$ cat config.mk
export PLATFORM = sky130hd
export DESIGN_NAME = gidc_regs
export DESIGN_NICKNAME = d
export VERILOG_FILES = /design/src/hw/gidc_regs.v
export VERILOG_INCLUDE_DIRS = /design/src /design/src/hw
export SDC_FILE = /design/constraint.sdc
export NUM_CORES = 1
export LEC_CHECK = 0
export BUFFER_PORTS_ARGS = -buffer_cell sky130_fd_sc_hd__buf_4
export CORE_MARGIN = 2
export CORE_UTILIZATION = 40
export CTS_BUF_LIST = sky130_fd_sc_hd__clkbuf_4 sky130_fd_sc_hd__clkbuf_8
export CTS_CLUSTER_DIAMETER = 200
export DETAILED_ROUTE_END_ITERATION = 12
export GPL_ROUTABILITY_DRIVEN = 0
export GPL_TIMING_DRIVEN = 0
export PLACE_DENSITY_LB_ADDON = 0.25
export SLEW_MARGIN = 25
export SYNTH_ARGS = -nofsm -noshare
export SYNTH_HDL_FRONTEND = slang
export SYNTH_SLANG_ARGS = --single-unit
$ cat constraint.sdc
create_clock -name clk_i -period 1.83 [get_ports clk_i]
set_input_delay 0.4575 -clock clk_i [delete_from_list [all_inputs] [get_ports clk_i]]
set_output_delay 0.4575 -clock clk_i [all_outputs]
set_load 0.005 [all_outputs]
$ cat src/hw/gidc_map.vh
// register map constants for the global id and control register bank
// assumes inclusion by the design file only
`ifndef GIDC_MAP_VH
`define GIDC_MAP_VH

// register indices (byte address is four times the index)
`define GIDC_IDX_ID_LOW 2'h0
`define GIDC_IDX_ID_HIGH 2'h1
`define GIDC_IDX_CONTROL 2'h2

// identity low fields
`define GIDC_IDL_RMII_BIT 5
`define GIDC_IDL_MII_BIT 4
`define GIDC_IDL_PHY_BIT 3
`define GIDC_IDL_REV_MSB 2

// identity high fields
`define GIDC_IDH_PORTS_MSB 7
`define GIDC_IDH_PORTS_LSB 5
`define GIDC_IDH_LIU_BIT 4
`define GIDC_IDH_FRAMER_BIT 3
`define GIDC_IDH_ENCAP_BIT 1
`define GIDC_IDH_IMUX_BIT 0

// control fields and reset value
`define GIDC_CTL_REFOFF_BIT 2
`define GIDC_CTL_INTERRUPT_PIN_IDLE_MODE_BIT 1
`define GIDC_CTL_SRST_BIT 0
`define GIDC_CTL_RESET 3'h0

// least soft reset hold time
`define GIDC_SRST_MIN_NS 100
`define GIDC_CLK_PERIOD_NS 40

`endif

$ cat src/hw/gidc_regs.v
// global identification and control register bank on classic wishbone
// assumes a wishbone master on clk_i and a datapath that takes
// datapath_reset_o as its reset and reports interrupt_active_i
//
// Register access over Wishbone was decided locally.
`timescale 1ns/1ns
`include "gidc_map.vh"

module gidc_regs #(
    parameter RMII_PRESENT = 1'b1,
    parameter MII_PRESENT = 1'b1,
    parameter PHY_PRESENT = 1'b0,
    parameter [2:0] SILICON_REVISION = 3'h0,
    parameter [2:0] PORT_COUNT_MINUS_ONE = 3'h0,
    parameter LIU_PRESENT = 1'b0,
    parameter FRAMER_PRESENT = 1'b0,
    parameter ENCAP_PRESENT = 1'b1,
    parameter IMUX_PRESENT = 1'b1,
    parameter [1:0] REF_CLK_DIV = 2'h1
) (
    input wire clk_i,
    input wire rst_i,
    input wire wb_cyc_i,
    input wire wb_stb_i,
    input wire wb_we_i,
    input wire [3:0] wb_adr_i,
    input wire [3:0] wb_sel_i,
    input wire [31:0] wb_dat_i,
    output reg [31:0] wb_dat_o,
    output reg wb_ack_o,
    input wire mii_mode_i,
    input wire interrupt_active_i,
    output reg reference_clock_o,
    output reg irq_n_o,
    output reg irq_n_oe_o,
    output reg datapath_reset_o,
    output reg reference_clock_output_off,
    output reg interrupt_pin_idle_mode
);

// ==========================================================
// soft reset timing
localparam SRST_CYCLES =
    (`GIDC_SRST_MIN_NS + `GIDC_CLK_PERIOD_NS - 1) / `GIDC_CLK_PERIOD_NS;

// ==========================================================
// identity values
wire [7:0] id_low;
wire [7:0] id_high;
assign id_low = {2'h0,
    RMII_PRESENT[0],
    MII_PRESENT[0],
    PHY_PRESENT[0],
    SILICON_REVISION};
assign id_high = {PORT_COUNT_MINUS_ONE,
    LIU_PRESENT[0],
    FRAMER_PRESENT[0],
    1'b0,
    ENCAP_PRESENT[0],
    IMUX_PRESENT[0]};

// ==========================================================
// wishbone slave
reg soft_reset;
wire access;
wire wr_ctl;
reg [7:0] rd_byte;
assign access = wb_cyc_i & wb_stb_i & ~wb_ack_o;
assign wr_ctl = access & wb_we_i & wb_sel_i[0] &
    (wb_adr_i[3:2] == `GIDC_IDX_CONTROL) & (wb_adr_i[1:0] == 2'h0);

always @* begin
    case (wb_adr_i[3:2])
        `GIDC_IDX_ID_LOW: rd_byte = id_low;
        `GIDC_IDX_ID_HIGH: rd_byte = id_high;
        `GIDC_IDX_CONTROL: rd_byte = {5'h00, reference_clock_output_off,
            interrupt_pin_idle_mode, soft_reset};
        default: rd_byte = 8'h00;
    endcase
end

always @(posedge clk_i) begin
    if (rst_i) begin
        wb_ack_o <= 1'b0;
        wb_dat_o <= 32'h00000000;
    end else begin
        wb_ack_o <= access;
        if (access && !wb_we_i)
            wb_dat_o <= {24'h000000, rd_byte};
    end
end

// ==========================================================
// control register
always @(posedge clk_i) begin
    if (rst_i) begin
        soft_reset <= 1'b0;
        reference_clock_output_off <= 1'b0;
        interrupt_pin_idle_mode <= 1'b0;
    end else if (wr_ctl) begin
        soft_reset <= wb_dat_i[`GIDC_CTL_SRST_BIT];
        if (wb_dat_i[`GIDC_CTL_SRST_BIT] || soft_reset) begin
            reference_clock_output_off <= 1'b0;
            interrupt_pin_idle_mode <= 1'b0;
        end else begin
            reference_clock_output_off <= wb_dat_i[`GIDC_CTL_REFOFF_BIT];
            interrupt_pin_idle_mode <= wb_dat_i[`GIDC_CTL_INTERRUPT_PIN_IDLE_MODE_BIT];
        end
    end else if (soft_reset) begin
        reference_clock_output_off <= 1'b0;
        interrupt_pin_idle_mode <= 1'b0;
    end
end

// ==========================================================
// datapath reset, stretched to the least hold time
reg [3:0] srst_cnt;
always @(posedge clk_i) begin
    if (rst_i) begin
        srst_cnt <= 4'h0;
        datapath_reset_o <= 1'b0;
    end else begin
        if (soft_reset)
            srst_cnt <= SRST_CYCLES[3:0];
        else if (srst_cnt != 4'h0)
            srst_cnt <= srst_cnt - 4'h1;
        datapath_reset_o <= soft_reset | (srst_cnt != 4'h0);
    end
end

// ==========================================================
// reference clock output: divide by REF_CLK_DIV+1 per half period,
// mii mode runs at half the rmii rate
reg [2:0] ref_cnt;
wire [2:0] ref_half;
assign ref_half = mii_mode_i ? {REF_CLK_DIV, 1'b1} : {1'b0, REF_CLK_DIV};
always @(posedge clk_i) begin
    if (rst_i || datapath_reset_o) begin
        ref_cnt <= 3'h0;
        reference_clock_o <= 1'b0;
    end else if (reference_clock_output_off) begin
        ref_cnt <= 3'h0;
        reference_clock_o <= 1'b0;
    end else if (ref_cnt >= ref_half) begin
        ref_cnt <= 3'h0;
        reference_clock_o <= ~reference_clock_o;
    end else begin
        ref_cnt <= ref_cnt + 3'h1;
    end
end

// ==========================================================
// interrupt pin drive
always @(posedge clk_i) begin
    if (rst_i) begin
        irq_n_o <= 1'b1;
        irq_n_oe_o <= 1'b1;
    end else if (interrupt_active_i) begin
        irq_n_o <= 1'b0;
        irq_n_oe_o <= 1'b1;
    end else begin
        irq_n_o <= 1'b1;
        irq_n_oe_o <= ~interrupt_pin_idle_mode;
    end
end

endmodule // gidc_regs

==> out/metrics.cfg <==
[outcome]
outcome = finished, final reports clean

[final_layout]
drive_above_1_share_pct = 38.4
fillers = 227
final_nets = 224
design_area_um2 = 1430
final_common_cell = buf_4
area_growth_pct = 32.5
final_cells = 202
multi_input_area_um2 = 549
n_antenna_cell = 0
register_area_um2 = 380
layout_common_cells = buf_4, conb_1, dfxtp_1

[clock_tree]
cts.clk_slew.worst_paths_ns = 0.11
clk_latency_ns = 0.31
cts_hold_buf = 0
postCtsSetupBuffers = 0
htree_levels = 1
cts-resized-gates = 0
clock-root-buffer = clkbuf_4
cts_num_sinks = 19
cts_buffers = 3
cts_tree = built
clockBufferDepth = 2

[detailed_routing]
viasPerCell = 4.45
dr_wl_met2_um = 964
dr.pass1.iters = 4
highest_layer = met4
via_count = 898
drc = 0
dr_wl_met3_um = 222
ant_nets = 0
wl_met1_um = 793
wire_per_inst_um = 10.1
first_iter_violations = 27
totalWireLength_mm = 2.04

[worst_setup_path]
endpoint_kind = register
crit_start = srst_cnt[0]
reg2reg_to = srst_cnt[1]
r2r_start = srst_cnt[0]
path_class = register to register
reg2reg_depth = 5
cp_data_arrival_time_ns = 1.69
crit_path_start_kind = register
crit_path_max_fanout = 4
r2r_slack_ns = 0.39
cp.required_ns = 2.08

[yosys]
ys.warnings.count = 0
ys_types = 33
syn_area_um2 = 1080
ys_ff_latch = 19
ys_seq_area_share_pct = 35.3
synth_top_cells_by_area = dfxtp_1, buf_4, ha_1
synthCells = 117
yosys.area.top_type = dfxtp_1
synth_top_area_share_pct = 35.3
avgSynthCellArea_um2 = 9.22

[hold_path]
whs_path_depth = 2
hold_end = irq_n_o
hold_start = interrupt_active_i
hold_path_class = input pin to register

[sta]
clock.fmax_ghz = 0.696
finalCritPeriodShare_pct = 78.5
setup_viol = 0
whs_ns = 0.309
fin_skew_ns = 0.00114
hold_viol = 0
rsz0062_at_grt = false
fin_setup_tns_ns = 0
final.min_clock_period_ns = 1.44
finalMaxSlewViolations = 0

[grt]
antenna_found_initial = 0
grt_pass1_wl_mm = 3.37
grt_usage_pct = 13.6
grt_max_degree = 12
overflow = 0
grt_pass1_vias = 810

[power_and_ir_drop]
p_leak_uw = 0.000728
vdd_ir_drop_max_uv = 653
power_per_cell_area_nw_per_um2 = 872

[die]
pin_count = 86
start_util_pct = 42.8
core_area_um2 = 2520
die_h_um = 55.9
dieWidth_um = 55.9
rows = 18
die_area_um2 = 3130

[placed_design]
post_dp_cell_area_um2 = 1400
dp_cells = 198
io_buffers = 25
dpl.hpwl_mm = 1.61

[job]
maxCapViolCount = 0

registers in the layout, summed over array words and instances (netlist names):
signal,flops
soft_reset,1
reference_clock_o,1
reference_clock_output_off,1
interrupt_pin_idle_mode,1
datapath_reset_o,1
irq_n_oe_o,1
ref_cnt,3
wb_dat_o,4
irq_n_o,1
srst_cnt,4
wb_ack_o,1
per-stage QoR:
step	setup slack, ns	total power, uW	utilization (%)
floorplan	0.492	925	-
global placement	0.366	1020	55.6
detailed placement	0.343	1040	55.6
CTS	0.378	1260	56.6
global route	0.309	1350	56.6
finish	0.394	1250	56.6
Yosys cell counts:
master	count
nor3b_4	1
nand4bb_1	1
o311ai_0	2
inv_1	4
nand2_1	4
buf_2	2
nor4_1	1
ha_1	4
and3b_1	1
nor2_1	10
and2b_1	1
mux2i_1	2
and4bb_1	1
and4bb_2	1
mux2_4	1
dfxtp_1	19
conb_1	1
xnor2_1	4
a21oi_1	7
nand3b_1	1
nand4_1	3
and3_1	1
nor4b_1	2
nor2b_1	1
nand2b_1	2
a211oi_2	3
clkbuf_1	1
and2_1	1
o21ai_0	1
buf_4	29
o31ai_1	1
nor3_1	3
nand3_1	1
how the worst max path moves through the flow:
stage | to | slack (ns) | depth (start not counted)
after floorplan | reference_clock_o | 0.49 | 5
after global placement | reference_clock_o | 0.37 | 6
after detailed placement | reference_clock_o | 0.34 | 6
after CTS | srst_cnt[1] | 0.38 | 5
after global routing | srst_cnt[1] | 0.31 | 5
final | srst_cnt[1] | 0.39 | 5
cells by family (layout without fill, tap and decap cells):
| kind of cell | Yosys count | in the layout | synth area share (%) |
|---|---|---|---|
| other | 1 | 27 | 0.348 |
| AOI/OAI and AO/OA | 14 | 14 | 9.51 |
| and+or+nand+nor | 36 | 36 | 20.9 |
| DFF | 19 | 19 | 35.3 |
| buffers and inverters | 36 | 65 | 22.9 |
| muxes | 3 | 3 | 3.25 |
| xor gates and xnor gates | 4 | 4 | 3.25 |
| adders and majority gates | 4 | 4 | 4.64 |
per-layer routing:
metal,vias up,global-route usage [%]
met5,-,0
met4,0,9.18
met3,6,3.49
met2,52,23.5
met1,384,14.5
li1,456,-
cell type report:
type | instances | area share (%)
Multi-Input combinational cell | 88 | 38.4
Sequential cell | 19 | 26.6
Buffer | 32 | 16.2
Timing Repair Buffer | 25 | 13.1
Tap cell | 30 | 2.63
Clock buffer | 3 | 1.58
Inverter | 4 | 1.05
Clock inverter | 1 | 0.350
power breakdown:
group	switching [uW]	total [uW]	internal, uW	leakage [uW]
Combinational	197	481	284	0.000555
Clock	136	217	81.8	0.0000177
Sequential	56.6	548	492	0.000155
critical path: stages, from the launching register on:
cell and delay [ns]:
dfxtp_1 0.33, inv_1 0.11, ha_1 0.20, nor3b_4 0.29, mux2_4 0.33, a21oi_1 0.13
No activity file was read; power rests on OpenSTA's default activity.
